===== config.mk =====
export PLATFORM = sky130hd
export DESIGN_NAME = mdl_link_status
export DESIGN_NICKNAME = d
export VERILOG_FILES = /design/src/mdl_pkg.sv /design/src/mdl_link_status.sv
export SDC_FILE = /design/constraint.sdc
export NUM_CORES = 1
export LEC_CHECK = 0
export ABC_CLOCK_PERIOD_IN_PS = 9400
export BUFFER_PORTS_ARGS = -buffer_cell sky130_fd_sc_hd__buf_2
export CAP_MARGIN = 20
export CORE_ASPECT_RATIO = 2
export CORE_MARGIN = 5
export CORE_UTILIZATION = 45
export DETAILED_ROUTE_END_ITERATION = 8
export SYNTH_ARGS = -nofsm -noshare
export SYNTH_HDL_FRONTEND = slang
export SYNTH_SLANG_ARGS = --single-unit
export TNS_END_PERCENT = 50

===== constraint.sdc =====
create_clock -name ref_clk -period 9.4 [get_ports ref_clk]
set_input_delay 0.47 -clock ref_clk [delete_from_list [all_inputs] [get_ports ref_clk]]
set_output_delay 0.47 -clock ref_clk [all_outputs]
set_load 0.1 [all_outputs]

===== src/mdl_pkg.sv =====
// Purpose: shared constants and types for the multidrop link status block
// Assumes: 25 MHz reference clock, word-indexed register port
// Notes: fault codes are the link's own codes
`default_nettype none
package mdl_pkg;
  // ----------------------------------------
  // timing
  // ----------------------------------------
  localparam int unsigned CLK_HZ = 25_000_000;
  localparam int unsigned TICK_MS = 10;
  localparam int unsigned TICK_CYCLES = CLK_HZ / 1000 * TICK_MS;
  // ----------------------------------------
  // register indices
  // ----------------------------------------
  localparam logic [7:0] A_OWN_ADDR_RB = 8'h00;
  localparam logic [7:0] A_SLV_CNT_RB = 8'h01;
  localparam logic [7:0] A_RSVD_A = 8'h02;
  localparam logic [7:0] A_ADDR_SET = 8'h03;
  localparam logic [7:0] A_CNT_SET = 8'h04;
  localparam logic [7:0] A_RSVD_B = 8'h05;
  localparam logic [7:0] A_RETRY = 8'h06;
  localparam logic [7:0] A_TIMEOUT = 8'h07;
  localparam logic [7:0] A_SCAN_NOW = 8'h08;
  localparam logic [7:0] A_SCAN_PEAK = 8'h09;
  localparam logic [7:0] A_FLAGS = 8'h0A;
  localparam logic [7:0] A_STATUS = 8'h0B;
  localparam logic [7:0] A_COUNT_BASE = 8'h10;
  localparam logic [7:0] A_CODE_BASE = 8'h20;
  // ----------------------------------------
  // status word bits and limits
  // ----------------------------------------
  localparam int unsigned ST_ACTIVE = 0;
  localparam int unsigned ST_CARD = 1;
  localparam int unsigned ST_BUILTIN = 2;
  localparam logic [15:0] RST_ADDR = 16'h0000;
  localparam logic [15:0] RST_CNT = 16'h0007;
  localparam logic [15:0] RST_RETRY = 16'h0003;
  localparam logic [15:0] RST_TIMEOUT = 16'h0005;
  localparam logic [3:0] MAX_STATION = 4'hF;
  localparam logic [3:0] MIN_SLAVES = 4'h1;
  localparam logic [3:0] MAX_RETRY = 4'hA;
  localparam logic [7:0] MIN_TIMEOUT = 8'h05;
  localparam logic [5:0] MIN_BLOCK = 6'h01;
  localparam logic [5:0] MAX_BLOCK = 6'h28;
  // ----------------------------------------
  // fault codes
  // ----------------------------------------
  localparam logic [7:0] C_TIMEOUT = 8'h01;
  localparam logic [7:0] C_NUMBER = 8'h02;
  localparam logic [7:0] C_COUNT_M = 8'h03;
  localparam logic [7:0] C_FRAME_SLV = 8'h04;
  localparam logic [7:0] C_NO_REQ = 8'h11;
  localparam logic [7:0] C_FRAME_MST = 8'h14;
  localparam logic [7:0] C_NO_SLAVE = 8'h21;
  localparam logic [7:0] C_ADDR_OTHER = 8'h22;
  localparam logic [7:0] C_COUNT_L = 8'h23;
  localparam logic [7:0] C_EARLY_REQ = 8'h31;
  localparam logic [7:0] C_INSTR = 8'h32;

  typedef struct packed {
    logic valid;
    logic [3:0] station;
    logic [7:0] code;
  } mdl_fault_t;

  typedef enum logic [1:0] {
    M_IDLE = 2'b00,
    M_POLL = 2'b01,
    M_WAIT = 2'b10
  } mdl_mstate_t;
endpackage
`default_nettype wire


===== src/mdl_link_status.sv =====
// Purpose: configuration, polling and fault record of the multidrop data link
// Assumes: inputs synchronous to ref_clk; frame checker reports faults it sees
// Notes: settings take effect at power-on and at program start only
//
// Operation
// - station address 0..15; 0 makes master, 1..15 makes that slave
// - master polls slave count setting 1..15, default 7; slaves ignore it
// - master retry limit 0..10, default 3; unused on slaves
// - retries beyond the limit put the slave in communication error
// - reply timeout 5..255, default 5, in 10 ms steps
// - current scan time readable in 10 ms units
// - peak scan time kept in the same units
// - settings applied at program start or power-on only
// - slave sets master fault flag when master is in error
// - fifteen slave fault flags; code word loaded with the flag
// - link active flag follows the enabled link instruction
// - card port and built-in port link mode flags
// - own address and slave count readable copies
// - fault counts for master and each slave 1..15
// - code 01H when a polled slave does not reply in time
// - code 02H for slave breaking the address numbering
// - counter mismatch 03H seen by master, 23H by another slave
// - slave frame fault 04H; master frame fault 14H seen by slaves
// - code 11H when master sends no request after our reply
// - other slaves report 21H missing slave, 22H bad slave address
// - request before slave accepted settings gives code 31H
// - link instruction fault gives code 32H
// - exchanged block is 1 to 40 words
//
// Chosen here: the placing of the registers and strobed register access.
`timescale 1ns/1ps
`default_nettype none
module mdl_link_status #(
  parameter int unsigned TICK_CYCLES = mdl_pkg::TICK_CYCLES
) (
  input wire logic ref_clk,
  input wire logic arst_n,
  input wire logic clkEn,
  input wire logic [7:0] regAddr,
  input wire logic [15:0] regWrData,
  input wire logic regWrite,
  input wire logic regRead,
  output logic [15:0] regRdData,
  input wire logic runStart,
  input wire logic linkEnable,
  input wire logic portCard,
  input wire logic [5:0] blockLen,
  input wire logic rxReply,
  input wire logic rxRequest,
  input wire logic slvReplied,
  input wire mdl_pkg::mdl_fault_t linkFault,
  output logic pollReq,
  output logic [3:0] pollSlave,
  output logic masterMode
);
  // ----------------------------------------
  // settings and apply
  // ----------------------------------------
  logic [15:0] addrSet, cntSet, retrySet, timeoutSet;
  logic [3:0] ownAddr, slvCount, retryLim;
  logic [7:0] timeoutLim;
  logic powerOn, applyNow, cfgDone;
  logic linkActive, cardMode, builtinMode, linkEnD;

  assign applyNow = powerOn || runStart;

  always_ff @(posedge ref_clk or negedge arst_n) begin
    if (!arst_n) begin
      addrSet <= mdl_pkg::RST_ADDR;
      cntSet <= mdl_pkg::RST_CNT;
      retrySet <= mdl_pkg::RST_RETRY;
      timeoutSet <= mdl_pkg::RST_TIMEOUT;
    end else if (clkEn && regWrite) begin
      unique case (regAddr)
        mdl_pkg::A_ADDR_SET: addrSet <= regWrData;
        mdl_pkg::A_CNT_SET: cntSet <= regWrData;
        mdl_pkg::A_RETRY: retrySet <= regWrData;
        mdl_pkg::A_TIMEOUT: timeoutSet <= regWrData;
        default: ;
      endcase
    end
  end

  always_ff @(posedge ref_clk or negedge arst_n) begin
    if (!arst_n) begin
      powerOn <= 1'b1;
      ownAddr <= 4'h0;
      slvCount <= 4'h7;
      retryLim <= 4'h3;
      timeoutLim <= 8'h05;
      masterMode <= 1'b0;
      cfgDone <= 1'b0;
    end else if (clkEn) begin
      powerOn <= 1'b0;
      if (applyNow) begin
        ownAddr <= (addrSet > 16'(mdl_pkg::MAX_STATION)) ? mdl_pkg::MAX_STATION : addrSet[3:0];
        masterMode <= (addrSet == 16'h0000);
        slvCount <= (cntSet == 16'h0000) ? mdl_pkg::MIN_SLAVES :
                    (cntSet > 16'(mdl_pkg::MAX_STATION)) ? mdl_pkg::MAX_STATION : cntSet[3:0];
        retryLim <= (retrySet > 16'(mdl_pkg::MAX_RETRY)) ? mdl_pkg::MAX_RETRY : retrySet[3:0];
        timeoutLim <= (timeoutSet < 16'(mdl_pkg::MIN_TIMEOUT)) ? mdl_pkg::MIN_TIMEOUT :
                      (timeoutSet > 16'h00FF) ? 8'hFF : timeoutSet[7:0];
        cfgDone <= 1'b1;
      end
    end
  end

  always_ff @(posedge ref_clk or negedge arst_n) begin
    if (!arst_n) begin
      linkActive <= 1'b0;
      cardMode <= 1'b0;
      builtinMode <= 1'b0;
      linkEnD <= 1'b0;
    end else if (clkEn) begin
      linkEnD <= linkEnable;
      linkActive <= linkEnable;
      cardMode <= linkEnable && portCard;
      builtinMode <= linkEnable && !portCard;
    end
  end

  // ----------------------------------------
  // 10 ms tick
  // ----------------------------------------
  logic [31:0] tickCnt;
  logic tick;
  always_ff @(posedge ref_clk or negedge arst_n) begin
    if (!arst_n) begin
      tickCnt <= 32'h0;
      tick <= 1'b0;
    end else if (clkEn) begin
      tick <= (tickCnt == 32'(TICK_CYCLES - 1));
      tickCnt <= (tickCnt == 32'(TICK_CYCLES - 1)) ? 32'h0 : tickCnt + 32'h1;
    end
  end

  // ----------------------------------------
  // master poll sequencer
  // ----------------------------------------
  mdl_pkg::mdl_mstate_t mState;
  logic [3:0] curSlave, retryCnt;
  logic [7:0] waitTicks;
  logic mRun, waitOver, giveUp;
  assign mRun = linkActive && masterMode;
  assign waitOver = (mState == mdl_pkg::M_WAIT) && !rxReply && tick && (waitTicks + 8'h01 >= timeoutLim);
  assign giveUp = waitOver && (retryCnt >= retryLim);

  always_ff @(posedge ref_clk or negedge arst_n) begin
    if (!arst_n) begin
      mState <= mdl_pkg::M_IDLE;
      curSlave <= 4'h1;
      retryCnt <= 4'h0;
      waitTicks <= 8'h00;
      pollReq <= 1'b0;
      pollSlave <= 4'h0;
    end else if (clkEn) begin
      pollReq <= 1'b0;
      if (!mRun || applyNow) begin
        mState <= mdl_pkg::M_IDLE;
        curSlave <= 4'h1;
        retryCnt <= 4'h0;
      end else begin
        unique case (mState)
          mdl_pkg::M_IDLE: mState <= mdl_pkg::M_POLL;
          mdl_pkg::M_POLL: begin
            pollReq <= 1'b1;
            pollSlave <= curSlave;
            waitTicks <= 8'h00;
            mState <= mdl_pkg::M_WAIT;
          end
          mdl_pkg::M_WAIT: begin
            if (rxReply || giveUp) begin
              retryCnt <= 4'h0;
              curSlave <= (curSlave >= slvCount) ? 4'h1 : curSlave + 4'h1;
              mState <= mdl_pkg::M_POLL;
            end else if (waitOver) begin
              retryCnt <= retryCnt + 4'h1;
              mState <= mdl_pkg::M_POLL;
            end else if (tick) begin
              waitTicks <= waitTicks + 8'h01;
            end
          end
          default: mState <= mdl_pkg::M_IDLE;
        endcase
      end
    end
  end

  // ----------------------------------------
  // scan time
  // ----------------------------------------
  logic [15:0] scanRun, scanNow, scanPeak;
  logic scanMark;
  assign scanMark = masterMode ? (pollReq && pollSlave == 4'h1 && retryCnt == 4'h0) : rxRequest;
  always_ff @(posedge ref_clk or negedge arst_n) begin
    if (!arst_n) begin
      scanRun <= 16'h0;
      scanNow <= 16'h0;
      scanPeak <= 16'h0;
    end else if (clkEn) begin
      if (applyNow) begin
        scanRun <= 16'h0;
        scanNow <= 16'h0;
        scanPeak <= 16'h0;
      end else if (scanMark) begin
        scanNow <= scanRun;
        if (scanRun > scanPeak) begin
          scanPeak <= scanRun;
        end
        scanRun <= 16'h0;
      end else if (tick && scanRun != 16'hFFFF) begin
        scanRun <= scanRun + 16'h1;
      end
    end
  end

  // ----------------------------------------
  // slave watchdog on master requests
  // ----------------------------------------
  logic wdArm;
  logic [7:0] wdTicks;
  logic wdFire;
  assign wdFire = wdArm && !rxRequest && tick && (wdTicks + 8'h01 >= timeoutLim);
  always_ff @(posedge ref_clk or negedge arst_n) begin
    if (!arst_n) begin
      wdArm <= 1'b0;
      wdTicks <= 8'h00;
    end else if (clkEn) begin
      if (!linkActive || masterMode || rxRequest || wdFire || applyNow) begin
        wdArm <= 1'b0;
        wdTicks <= 8'h00;
      end else if (slvReplied) begin
        wdArm <= 1'b1;
        wdTicks <= 8'h00;
      end else if (wdArm && tick) begin
        wdTicks <= wdTicks + 8'h01;
      end
    end
  end

  // ----------------------------------------
  // fault selection
  // ----------------------------------------
  mdl_pkg::mdl_fault_t logEvt;
  logic earlyReq, badInstr;
  assign earlyReq = rxRequest && !masterMode && !(cfgDone && linkActive);
  assign badInstr = linkEnable && !linkEnD &&
                    (blockLen < mdl_pkg::MIN_BLOCK || blockLen > mdl_pkg::MAX_BLOCK);
  always_comb begin
    logEvt = '0;
    if (giveUp) begin
      logEvt = '{valid: 1'b1, station: curSlave, code: mdl_pkg::C_TIMEOUT};
    end else if (linkFault.valid) begin
      logEvt = linkFault;
    end else if (wdFire) begin
      logEvt = '{valid: 1'b1, station: 4'h0, code: mdl_pkg::C_NO_REQ};
    end else if (earlyReq) begin
      logEvt = '{valid: 1'b1, station: ownAddr, code: mdl_pkg::C_EARLY_REQ};
    end else if (badInstr) begin
      logEvt = '{valid: 1'b1, station: ownAddr, code: mdl_pkg::C_INSTR};
    end
  end

  // ----------------------------------------
  // per-station flags, counts and codes
  // ----------------------------------------
  logic [15:0] faultFlag;
  logic [15:0] faultCount [16];
  logic [7:0] faultCode [16];
  for (genvar s = 0; s < 16; s++) begin : g_st
    always_ff @(posedge ref_clk or negedge arst_n) begin
      if (!arst_n) begin
        faultFlag[s] <= 1'b0;
        faultCount[s] <= 16'h0;
        faultCode[s] <= 8'h00;
      end else if (clkEn) begin
        if (runStart) begin
          faultFlag[s] <= 1'b0;
        end
        if (logEvt.valid && logEvt.station == 4'(s)) begin
          faultFlag[s] <= 1'b1;
          faultCode[s] <= logEvt.code;
          if (faultCount[s] != 16'hFFFF) begin
            faultCount[s] <= faultCount[s] + 16'h1;
          end
        end
      end
    end
  end

  // ----------------------------------------
  // register read port
  // ----------------------------------------
  always_ff @(posedge ref_clk or negedge arst_n) begin
    if (!arst_n) begin
      regRdData <= 16'h0;
    end else if (clkEn) begin
      regRdData <= 16'h0;
      if (regRead) begin
        if (regAddr[7:4] == mdl_pkg::A_COUNT_BASE[7:4]) begin
          regRdData <= faultCount[regAddr[3:0]];
        end else if (regAddr[7:4] == mdl_pkg::A_CODE_BASE[7:4]) begin
          regRdData <= {8'h00, faultCode[regAddr[3:0]]};
        end else begin
          unique case (regAddr)
            mdl_pkg::A_OWN_ADDR_RB: regRdData <= {12'h0, ownAddr};
            mdl_pkg::A_SLV_CNT_RB: regRdData <= {12'h0, slvCount};
            mdl_pkg::A_RETRY: regRdData <= retrySet;
            mdl_pkg::A_TIMEOUT: regRdData <= timeoutSet;
            mdl_pkg::A_SCAN_NOW: regRdData <= scanNow;
            mdl_pkg::A_SCAN_PEAK: regRdData <= scanPeak;
            mdl_pkg::A_FLAGS: regRdData <= faultFlag;
            mdl_pkg::A_STATUS: regRdData <= {13'h0, builtinMode, cardMode, linkActive};
            default: regRdData <= 16'h0;
          endcase
        end
      end
    end
  end
endmodule
`default_nettype wire


Word level (Yosys, flattened, before mapping) --
Cells that the tools add are included.
Word-level totals: input bits 54, output and inout bits 22, register bits after elaboration 619
Cells by class: $add $sub $neg 22, magnitude comparators 13, bitwise gates (word level) 2, multiplexer cells 71, reduce and logical (&&, ||, !) cells 145, equal/unequal tests 51
Operators by type and width (count):
- 16-bit by 1-bit adder with 16-bit output, second input constant | 17
- 16-bit != test, second input constant | 17
- 16-bit 2-to-1 mux | 13
- 16-bit one-hot mux with 8 select lines | 1
- 2-bit AND reduction | 42
- 8-bit 2-to-1 mux | 10
- 13-bit 2-to-1 mux | 5
- 16-bit binary-select mux with 4-bit select | 1
- 3-bit AND reduction | 20
- 16-bit by 4-bit > comparator with 1-bit output, second input constant | 3
- 4-bit 2-to-1 mux | 12
- 2-bit nonzero test | 22
- 1-bit logical AND | 36
- 32-bit by 1-bit adder with 32-bit output, second input constant | 1
- 8-bit binary-select mux with 4-bit select | 1
- 32-bit by 18-bit == test with 1-bit output, second input constant | 1
- 4-bit == test, second input constant | 8
- 8-bit by 4-bit == test with 1-bit output, second input constant | 4
- 16-bit zero test | 2
- 32-bit 2-to-1 mux | 1
- 8-bit by 3-bit == test with 1-bit output, second input constant | 3
- 1-bit 2-to-1 mux | 22
- 8-bit by 1-bit adder with 8-bit output, second input constant | 2
- 4-bit by 3-bit == test with 1-bit output, second input constant | 4
- 29 further kinds | 56

Depth between registers and ports, before layout --
Gate-level depths: netlist of the first run.
depth in word-level cells 12, mapped depth 18

Worst setup path after synthesis of the first run --
No wires, ideal clock.
kind reg-to-reg, from reg waitTicks[0], to reg faultCount[161] (netlist bit), path buffers 2, period minus slack after synthesis 3.962 ns, arrival 3.837 ns, cell stages (with the launch flop) 15, path slack 5.438 ns, path through dfrtp_1 and3_1 and3_1 and3_1 xor2_1 ha_1 nand2_1 o41ai_2 nand3_1 or3_1 buf_1 a211o_1 buf_2 nor3_4 mux2_2
On the way: word-level cells in the longest chain between the ends 8
Ends and longest elaborated chain:
- start: declaration | line mdl_link_status.sv:142 | logic [7:0] waitTicks;
- start signal: assignment | line mdl_link_status.sv:180 | waitTicks <= waitTicks + 8'h01;
- 8-bit by 1-bit adder with 8-bit output (*) | line mdl_link_status.sv:145 | assign waitOver = (mState == mdl_pkg::M_WAIT) && !rxReply && tick && (waitTicks + 8'h01 >= timeoutLim);
- 8-bit greater-or-equal comparator (*) | line mdl_link_status.sv:145
- 1-bit logical AND (*) | line mdl_link_status.sv:145
- 1-bit logical AND (*) | line mdl_link_status.sv:146 | assign giveUp = waitOver && (retryCnt >= retryLim);
- 13-bit 2-to-1 mux (*) | line mdl_link_status.sv:251 | if (giveUp) begin
- 4-bit by 3-bit == test with 1-bit output | line mdl_link_status.sv:280 | if (logEvt.valid && logEvt.station == 4'(s)) begin
- 1-bit logical AND (*) | line mdl_link_status.sv:280
- 3-bit AND reduction (no source line) (*)
- end signal: indexed assignment | line mdl_link_status.sv:284 | faultCount[s] <= faultCount[s] + 16'h1;
- end: declaration | line mdl_link_status.sv:268 | logic [15:0] faultCount [16];
Mark *: on every way between the ends. The rest lies on a longest branch, timed or not. A chain may end at the register's enable or synchronous reset.

Final worst setup path of the first run --
from reg waitTicks[0], to reg faultCount[60] (netlist bit)
On the way: word-level cells in the longest chain between the ends 8
Ends and longest elaborated chain (line):
- 8-bit by 1-bit adder with 8-bit output (*) | mdl_link_status.sv:145
- 8-bit greater-or-equal comparator (*) | mdl_link_status.sv:145
- 1-bit logical AND (*) | mdl_link_status.sv:145
- 1-bit logical AND (*) | mdl_link_status.sv:146
- 13-bit 2-to-1 mux (*) | mdl_link_status.sv:251
- 4-bit == test | mdl_link_status.sv:280
- 1-bit logical AND (*) | mdl_link_status.sv:280
- 3-bit AND reduction (no source line) (*)
Marks and branches as above.

==> results.tsv, run 1 <==
stage	metric	value	unit
synth	synthAdderAreaFrac	0.02523	
final_layout	final_common_cell	dfrtp_1	
drt	ant_nets	0	
synth	synth.distinct_cells	78	
setup_path	r2r_setup_slack	3.83	ns
pwr	leakagePower	15.63	nW
drt	via_count	22940	
pwr	pwr-share-seq	0.486	
pwr	clockPowerShare	0.395	
synth	syn-instance-count	2842	
sta	maxSlewViolCount	0	
clock_tree	tritoncts	done	
place	port_buffers	75	
pwr	swShare	0.2710	
place	gp_congestion	0.9409	
clock_tree	post-cts-setup-buffer-count	0	
setup_path	critical_path_class	flip-flop to flip-flop	
setup_path	end_kind	flip-flop	
clock_tree	ctsResizeCount	0	
final_layout	fin_cells	3818	
synth	synth_top_family_by_area	simple AND/OR/NAND/NOR gates	
pwr	intPower	0.004673	W
floorplanning	die_w	196.3	um
setup_path	worstSetupStartpointType	flip-flop	
synth	synth-compound-area-share	0.08550	
synth	synth-seq-cells	619	
place	dpl.cell_count	3712	
clock_tree	cts_root_buf	clkbuf_16	
sta	fmax	0.1796	GHz
place	placed_area	32520	um2
pwr	p_switching	0.001737	W
floorplanning	dieArea	75120	um2
grt	grt_use_total	0.2497	
synth	ys_seq_area_frac	0.4964	
pwr	pwr-share-comb	0.118	
clock_tree	clock-sinks	619	
sta	rsz0062_at_grt	false	
sta	slew_headroom	0.1356	
synth	synth_mux_area_frac	0.1239	
clock_tree	cts_hold_buf	1	
final_layout	nets	2993	
synth	synth-async-reset-ratio	1.000	
sta	layout_min_cycle_time	5.569	ns
sta	setup_viol	0	
clock_tree	cts_buffers	57	
sta	skew	0.02539	ns
clock_tree	htreeDepth	2	
grt	grt_pass1_wl	144300	um
sta	tightest_slew	1.297	ns
setup_path	worst_ep_required_time	9.94	ns
sta	final_hold_viol_count	0	
final_layout	drive_above_1_share	0.1627	
synth	syn_area	31240	um2
setup_path	path_max_fanout	20	
sta	setup-tns-final	0	ns
grt	grt_max_degree	174	
floorplanning	fp.dieH	382.6	um
synth	synth-edff-count	0	
synth	synthFlopType	dfrtp_1	
sta	fin_crit_sh	0.5924	
floorplanning	rows	136	
drt	drtPass1Iterations	6	
pwr	ir_drop	0.0001336	V
drt	wl	94020	um
floorplanning	coreArea	68750	um2
pwr	p_per_area	185.5	nW/um2
synth	syn_area_per_cell	10.99	um2
drt	drcViolationCount	0	
synth	yosysWarnings	0	
clock_tree	clk_latency	0.62	ns
floorplanning	start_util	0.4545	
synth	synth_xor_area_frac	0.07457	
setup_path	cp.arrival	6.11	ns
flow_run	drv_cap	0	
synth	synthSimpleGateAreaFrac	0.1705	
final_layout	area_growth	10.59	%
final_layout	final_cell_mix	dfrtp_1, nand2_1, o21ai_0, nand3_1, xnor2_1	
place	hpwl	70750	um
grt	grt-ovfl-total	0	
drt	wl_per_cell	24.63	um
clock_tree	clkTransAtPathRegs	0.07	ns
drt	drtIter0Drc	1673	
synth	synth_nets	2959	
final_layout	fin_area	34550	um2
grt	antenna_found_initial	1	
grt	grt_pass1_vias	23550	
hold_path	min_path_type	primary input to flip-flop	
floorplanning	io_pins	76	
drt	vias_per_cell	6.007	
clock_tree	clockBufferDepth	3	
run_status	status	complete, no violations	
final timing paths:
check,startpoint,end,cells after the start
worst max-delay path,waitTicks[0],faultCount[60],13
worst max register to register,waitTicks[0],faultCount[60],13
min in group asynchronous,arst_n,timeoutLim[1],2
worst min register to register,faultCode[90],faultCode[90],2
worst min-delay path,portCard,builtinMode,2
max in group asynchronous,arst_n,faultCount[208],4
metrics by stage:
stage	hold slack, ns	utilization	power (W)	setup slack (ns)
3_5_place_dp	0.4626	0.4730	0.003932	3.880
6_report	0.05419	0.5026	0.006411	3.831
4_1_cts	0.02894	0.5024	0.006468	3.835
3_3_place_gp	0.4555	0.4729	0.003891	3.951
5_1_grt	0.04121	0.5026	0.006663	3.366
2_1_floorplan	0.1744	-	0.003579	5.438
state kept, by name, summed over array words and instances, names as in the netlist, 2 cells and up:
register,count
faultCount,256
faultCode,128
tickCnt,32
addrSet,16
cntSet,16
faultFlag,16
regRdData,16
retrySet,16
scanNow,16
scanPeak,16
scanRun,16
timeoutSet,16
timeoutLim,8
waitTicks,8
wdTicks,8
curSlave,4
ownAddr,4
pollSlave,4
retryCnt,4
retryLim,4
slvCount,4
mState,2
cell families (layout without fill, tap and decap cells):
kind of cell / after synthesis / in the layout
xor gates and xnor gates: 266 / 266
and+or+nand+nor: 1077 / 1077
DFF: 619 / 619
muxes: 224 / 224
buffers and inverters: 188 / 266
AOI/OAI and AO/OA: 405 / 405
other: 0 / 1
adders and majority gates: 63 / 63
per-layer routing:
metal,vias up,global-route usage,part of all wire
li1,10350,-,-
met1,11570,0.2638,0.34
met2,717,0.4450,0.52
met3,303,0.03214,0.047
met4,0,0.1919,0.098
met5,-,0,0
synthesized netlist by cell type, drive strengths merged (63+ instances only):
library cell,count,area (um2)
dfrtp,603,15090
nand2,390,1464
o21ai,203,1016
nand3,155,775.7
xnor2,151,1323
nor2,134,505.5
mux4,120,2703
xor2,115,1007
mux2,102,1149
clkbuf,92,345.3
nand4,84,525.5
and3,82,518.0
ha,63,788.3
critical path: stages (launching register included):
cell and delay, ns:
dfrtp_1 0.44, and3_1 0.22, and3_1 0.20, and3_1 0.19
xor2_1 0.16, ha_1 0.30, nand2_1 0.08, o41ai_2 0.51
nand3_1 0.68, mux2i_1 0.36, a211oi_2 0.89, nand2_1 0.73
nor4b_1 0.57, xnor2_1 0.17
power by group through the flow:
stage / clock (W) / combinational [W] / sequential (W)
4_1_cts: 0.00258 / 0.000768 / 0.00312
6_report: 0.00253 / 0.000760 / 0.00312
5_1_grt: 0.00268 / 0.000839 / 0.00315
3_5_place_dp: 0 / 0.000765 / 0.00317
3_3_place_gp: 0 / 0.000738 / 0.00315
2_1_floorplan: 0 / 0.000477 / 0.00310
layout make-up:
| type | instances | area [um2] |
|---|---|---|
| fillers | 6148 | 34190 |
| flip-flops and latches | 619 | 15510 |
| multi-input cells | 2035 | 15030 |
| clock buffers | 76 | 1620 |
| well taps | 897 | 1122 |
| repair buffers | 103 | 648.1 |
| clock inverters | 27 | 391.6 |
| inverters | 60 | 225.2 |
| diodes | 1 | 2.502 |
(Power assumes the default switching activity.)
==> inputs of run 2 (changes only) <==
Settings changed: ABC_AREA set to 1, ABC_CLOCK_PERIOD_IN_PS 9400 to 4500.
Clock period 9.4 ns to 4.5 ns, I/O delays scaled along.
==> results.tsv, run 2 <==
stage	metric	value	unit	change
grt	grt_pass1_wl	174700	um	+21%
setup_path	path_max_fanout	18		-10%
synth	syn_area_per_cell	7.723	um2	-30%
drt	vias_per_cell	5.595		-6.9%
place	gp_congestion	1.003		+6.6%
sta	tightest_slew	1.039	ns	-0.2572 ns
setup_path	cp.arrival	4.60	ns	-1.51 ns
grt	grt_use_total	0.2696		+0.01992
floorplanning	dieArea	82280	um2	+9.5%
sta	layout_min_cycle_time	4.045	ns	-1.523 ns
grt	grt_max_degree	127		-27%
synth	synth_xor_area_frac	0.04157		-0.03300
synth	synth-async-reset-ratio	1.000		unchanged
sta	skew	0.03170	ns	+0.006314 ns
sta	setup_viol	0		unchanged
floorplanning	coreArea	75860	um2	+10%
final_layout	reg_top3	faultCount: 256 flops, faultCode: 128 flops, tickCnt: 32 flops		
drt	drtPass1Iterations	7		+1
pwr	ir_drop	0.0003140	V	+140%
pwr	leakagePower	17.84	nW	+14%
synth	synth_top_family_by_area	simple AND/OR/NAND/NOR gates		
setup_path	cp_num_buf_inv	0		unchanged
pwr	p_per_area	360.0	nW/um2	+94%
synth	synthFlopType	dfrtp_1		
synth	synth_nets	4564		+54%
clock_tree	cts_root_buf	clkbuf_16		
place	port_buffers	75		unchanged
floorplanning	die_w	205.4	um	+4.6%
sta	fin_crit_sh	0.8990		+0.3066
setup_path	critical_path_class	flip-flop to flip-flop		
drt	ant_nets	0		unchanged
final_layout	drive_above_1_share	0.07239		-0.09028
place	hpwl	82500	um	+17%
synth	synth.top_cells.by_area	dfrtp_1, nand2_1, o21ai_0, nand4_1, inv_1		
synth	syn-instance-count	4447		+56%
place	post-place-ws	0.2314	ns	-3.649 ns
clock_tree	clk_latency	0.67	ns	+0.05 ns
flow_run	drv_cap	0		unchanged
setup_path	cpMostUsedCell	nand2_1		
grt	antenna_found_initial	5		+4
final_layout	post-route-util	0.5024		about the same
floorplanning	fp.dieH	400.7	um	+4.7%
final_layout	largest_reg_flops	256		unchanged
synth	syn_area	34350	um2	+9.9%
synth	synth-seq-cells	619		unchanged
synth	synthAdderAreaFrac	0.02295		-0.002279
synth	synth_mux_area_frac	0		-0.1239
floorplanning	start_util	0.4527		-0.001731
final_layout	final_cell_mix	nand2_1, dfrtp_1, inv_1, o21ai_0, nand3_1		
clock_tree	htreeDepth	2		unchanged
setup_path	slowest_stage	nand4_2		
synth	yosysTopAreaCell	dfrtp_1		
synth	synth.distinct_cells	57		-27%
sta	rsz0062_at_grt	false		
clock_tree	tritoncts	done		
clock_tree	clock-sinks	619		unchanged
drt	drtIter0Drc	1946		+16%
setup_path	crit_family	simple AND/OR/NAND/NOR gates		
synth	ys_seq_area_frac	0.4516		-0.04485
floorplanning	rows	143		+5.1%
synth	yosysTopAreaCellShare	0.4393		-0.04364
setup_path	max_stage_delay	0.61	ns	-0.28 ns
drt	wl_per_cell	20.20	um	-18%
setup_path	crit_chain	nand3_1 > nor3b_1 > nand2_1 > xnor2_1 > ha_1 > a21oi_1 > o21a_1 > nand2_1 > nand2_1 > nand3_1 > nand3_2 > nand2_2 > nor2_4 > nand4_2 > nand2_1 > nand2_1		
synth	synth_common_cells	nand2_1, dfrtp_1, inv_1		
synth	yosysWarnings	0		unchanged
setup_path	worstSetupStartpointType	flip-flop		
synth	synth-compound-area-share	0.1168		+0.03126
sta	postLayoutSetupSlackWorst	0.4546	ns	-3.377 ns
run_status	status	complete, no violations		
final_layout	fillers	7681		+25%
sta	final_hold_viol_count	0		unchanged
drt	wl	111800	um	+19%
sta	maxSlewViolCount	0		unchanged
clock_tree	clkTransAtPathRegs	0.06	ns	about the same
pwr	power	0.01372	W	+110%
hold_path	min_path_type	primary input to flip-flop		
drt	via_count	30970		+35%
synth	synth-edff-count	0		unchanged
clock_tree	clockBufferDepth	3		unchanged
sta	fmax	0.2472	GHz	+38%
floorplanning	io_pins	76		unchanged
drt	drcViolationCount	0		unchanged
synth	synthSimpleGateAreaFrac	0.2895		+0.1189
clock_tree	cts_buffers	58		+1.8%
final_layout	final_common_cell	nand2_1		
sta	setup-tns-final	0	ns	unchanged
grt	grt_pass1_vias	31030		+32%
synth	yosysMostFrequentCell	nand2_1		
final_layout	largest_register	faultCount		
grt	grt-ovfl-total	0		unchanged
setup_path	worst_ep_required_time	5.05	ns	-4.89 ns
final_layout	area_growth	10.98	%	
final_layout	nets	4586		+53%
setup_path	end_kind	flip-flop		
sta	slew_headroom	0.3017		+0.1661
==> run 2: cell types whose count changed in the layout (fill, tap and decap cells not counted), moves of 120 or more <==
cell | previous run | this run
nand4_1 | 84 | 285
nand3_1 | 155 | 288
o22ai_1 | 1 | 211
o21ai_0 | 203 | 357
inv_1 | 60 | 455
mux4_2 | 120 | 0
nand2_1 | 390 | 1213
==> run 2: power by group <==
part / internal, W / total (W) / switching [W] / leakage, nW
Sequential: 0.00604 / 0.00643 / 0.000391 / 8.35
Clock: 0.00302 / 0.00541 / 0.00239 / 1.01
Combinational: 0.000594 / 0.00189 / 0.00129 / 8.48
Total: 0.00965 / 0.0137 / 0.00407 / 17.8
==> run 2: metrics by stage <==
step           instance area, um2  cells  hold WS [ns]
3_5_place_dp                35780   5398        0.2741
3_3_place_gp                35780   5398        0.2698
4_1_cts                     38060   5531      0.003546
2_1_floorplan               34350   4447      -0.07059
5_1_grt                     38110   5532       0.07567
6_report                    38120   5535       0.04016
==> run 2: timing repair <==
item                                    in CTS  in global routing
endpoints found under the setup margin       0                 91
gates resized for setup                      0                  4
endpoints found under the hold margin      142                  0
buffers inserted                             0                  0
hold buffers                                25                  0
==> run 2: final timing paths <==
kind                            start        endpoint  slack, ns  depth (start not counted)
min in group asynchronous      arst_n  faultCount[82]       0.16                          2
max reg2reg                wdTicks[0]   faultCount[9]       0.45                         16
max                        wdTicks[0]   faultCount[9]       0.45                         16
max in group asynchronous      arst_n   faultCount[9]       3.14                          3
min reg2reg                   powerOn         powerOn       0.45                          2
min                           regRead    regRdData[3]       0.04                          5
==> run 2: tightest hold or removal path: cells and delay by family <==
| kind | cells | cell delay, ns |
|---|---|---|
| buffers and inverters | 1 | 0.10 |
| and+or+nand+nor | 4 | 0.33 |
==> run 2: kinds of logic (layout without fill, tap and decap cells) <==
group	after synthesis	count (layout)
simple gates	2221	2221
compound gates	707	707
buf+inv	674	744
flops	619	619
xor+xnor	163	163
fa+ha+maj	63	63
other cells	0	3
==> run 2: cell type report <==
class,count,area [um2],share of cell area
Timing Repair Buffer,168,1301,0.03414
Inverter,468,1762,0.04622
Sequential cell,619,15510,0.4069
Clock inverter,35,456.7,0.01198
Tap cell,1015,1270,0.03332
Antenna cell,3,7.507,0.0001970
Clock buffer,73,1578,0.04139
Multi-Input combinational cell,3154,16230,0.4258
==> run 2: layer usage <==
layer,GRT usage,vias to the layer above,share of wire
met5,0,-,0
met4,0.1689,0,0.077
met3,0.03285,315,0.040
met2,0.4916,796,0.52
met1,0.2914,14840,0.36
li1,-,15020,-
==> inputs of run 3 (changes only) <==
Settings changed: CTS_BUF_LIST set to sky130_fd_sc_hd__clkbuf_4 sky130_fd_sc_hd__clkbuf_8 sky130_fd_sc_hd__clkbuf_16, REMOVE_ABC_BUFFERS set to 1, TNS_END_PERCENT 50 to 30.
==> results.tsv, run 3 (synthesized netlist as in run 2, its figures left out) <==
stage	metric	value	unit	change
final_layout	nets	4603		+0.37%
sta	setup_viol	0		unchanged
floorplanning	start_util	0.4527		unchanged
final_layout	final_cell_mix	nand2_1, dfrtp_1, inv_1, o21ai_0, nand3_1		
drt	ant_nets	0		unchanged
clock_tree	clock-sinks	619		unchanged
floorplanning	dieArea	82280	um2	unchanged
final_layout	drive_above_1_share	0.07701		+0.004615
clock_tree	clkTransAtPathRegs	0.07	ns	about the same
floorplanning	die_w	205.4	um	unchanged
final_layout	largest_reg_flops	256		unchanged
setup_path	cp.arrival	4.60	ns	about the same
drt	vias_per_cell	5.643		+0.84%
sta	slew_headroom	0.2533		-0.04840
setup_path	path_max_fanout	19		+1
sta	skew	0.02809	ns	-0.003614 ns
clock_tree	clk_latency	0.66	ns	about the same
setup_path	critical_path_class	flip-flop to flip-flop		
grt	grt_pass1_wl	179000	um	+2.5%
grt	antenna_found_initial	2		-3
clock_tree	clockBufferDepth	3		unchanged
pwr	p_per_area	362.2	nW/um2	+0.62%
pwr	leakagePower	17.95	nW	+0.59%
drt	drcViolationCount	0		unchanged
drt	wl	114900	um	+2.8%
sta	maxSlewViolCount	0		unchanged
final_layout	largest_register	faultCount		
place	hpwl	85460	um	+3.6%
grt	grt_max_degree	114		-10%
hold_path	min_path_type	primary input to flip-flop		
final_layout	multi_input_area	16210	um2	-0.14%
place	placed_area	35890	um2	+0.33%
final_layout	fin_area	38230	um2	+0.30%
floorplanning	coreArea	75860	um2	unchanged
sta	final_hold_viol_count	0		unchanged
sta	layout_min_cycle_time	4.031	ns	-0.01439 ns
final_layout	fin_cells	5548		+0.23%
pwr	ir_drop	0.0003105	V	-1.1%
place	port_buffers	75		unchanged
setup_path	worst_ep_required_time	5.07	ns	+0.02 ns
floorplanning	rows	143		unchanged
sta	fmax	0.2481	GHz	+0.36%
place	dpl.cell_count	5417		+0.35%
drt	wl_per_cell	20.71	um	+2.5%
floorplanning	fp.dieH	400.7	um	unchanged
final_layout	seq_area	15510	um2	unchanged
grt	grt_use_total	0.2772		+0.007558
setup_path	worstSetupStartpointType	flip-flop		
pwr	power	0.01385	W	+0.92%
setup_path	end_kind	flip-flop		
clock_tree	cts_root_buf	clkbuf_16		
grt	grt-ovfl-total	0		unchanged
flow_run	drv_cap	0		unchanged
floorplanning	io_pins	76		unchanged
drt	via_count	31310		+1.1%
final_layout	final_common_cell	nand2_1		
sta	setup-tns-final	0	ns	unchanged
place	gp_congestion	0.9712		-3.2%
sta	fin_crit_sh	0.8958		-0.003198
clock_tree	htreeDepth	2		unchanged
final_layout	fillers	7564		-1.5%
final_layout	area_growth	11.31	%	
drt	drtPass1Iterations	6		-1
grt	grt_pass1_vias	31170		+0.43%
clock_tree	tritoncts	done		
run_status	status	complete, no violations		
clock_tree	cts_buffers	58		unchanged
sta	rsz0062_at_grt	false		
final_layout	post-route-util	0.5039		+0.001518
sta	tightest_slew	1.117	ns	+0.07748 ns
final_layout	reg_top3	faultCount: 256 flops, faultCode: 128 flops, tickCnt: 32 flops		
drt	drtIter0Drc	1997		+2.6%
## run 3: cell types whose count changed in the layout (fill, tap and decap cells not counted), sizes merged
| cell | delta |
|---|---|
| bufinv | -1 |
| clkinvlp | -1 |
| buf | +20 |
| clkbuf | +8 |
| diode | -2 |
| dlygate4sd3 | -2 |
| clkinv | -9 |
## run 3: repair_timing
item,4_1_cts,5_1_grt
setup buffers,0,0
hold endpoints to repair,159,0
gates resized for setup,0,0
hold buffers,23,0
## run 3: path summary, 6_finish.rpt
path | startpoint | endpoint | slack (ns) | cells past startpoint
min in group asynchronous | arst_n | tickCnt[19] | 0.26 | 2
hold / removal | rxRequest | wdArm | 0.06 | 4
setup / recovery | waitTicks[0] | faultCode[105] | 0.47 | 19
hold reg to reg | powerOn | powerOn | 0.45 | 2
max in group asynchronous | arst_n | faultFlag[4] | 3.10 | 3
setup reg to reg | waitTicks[0] | faultCode[105] | 0.47 | 19
## run 3: routing by layer
metal	global-route usage	vias up	wire length, um
met1	0.2914	14980	39800
met4	0.2142	2	11210
li1	-	15050	-
met3	0.03406	370	4870
met5	0	-	15
met2	0.4941	904	59010
## run 3: final cells by class
cell class / instances / share of cell area
diodes: 1 / 0.00006546
clock buffers: 82 / 0.04497
clock inverters: 24 / 0.009687
inverters: 468 / 0.04608
multi-input cells: 3154 / 0.4240
flip-flops and latches: 619 / 0.4057
well taps: 1015 / 0.03322
repair buffers: 185 / 0.03633
## run 3: critical path, cell delays in order (launching register included)
cell and delay, ns:
dfrtp_1 0.41, ha_1 0.21, nand3_1 0.11, nand3b_1 0.19, xor2_1 0.14, inv_1 0.07
ha_1 0.27, nand2_1 0.06, nor2_1 0.13, nand4_1 0.09, nand3_1 0.14, nand3_2 0.31
clkinv_2 0.23, nand2_2 0.09, nand2_4 0.28, inv_4 0.06, buf_4 0.24, nor2_4 0.20
nand2_1 0.39, o21ai_0 0.31
## run 3: stage by stage
step           hold WS [ns]  setup slack [ns]
2_1_floorplan      -0.07059           -0.2633
6_report            0.05647            0.4690
4_1_cts             0.04178            0.4537
5_1_grt             0.06587           0.05975
3_3_place_gp         0.3553            0.4985
3_5_place_dp         0.3507            0.4474
## run 3: power by group
part	total, W	leakage [nW]	switching, W	internal [W]
Clock	0.00550	1.04	0.00237	0.00314
Combinational	0.00192	8.55	0.00131	0.000605
Sequential	0.00643	8.35	0.000392	0.00604
Total	0.0138	17.9	0.00407	0.00978
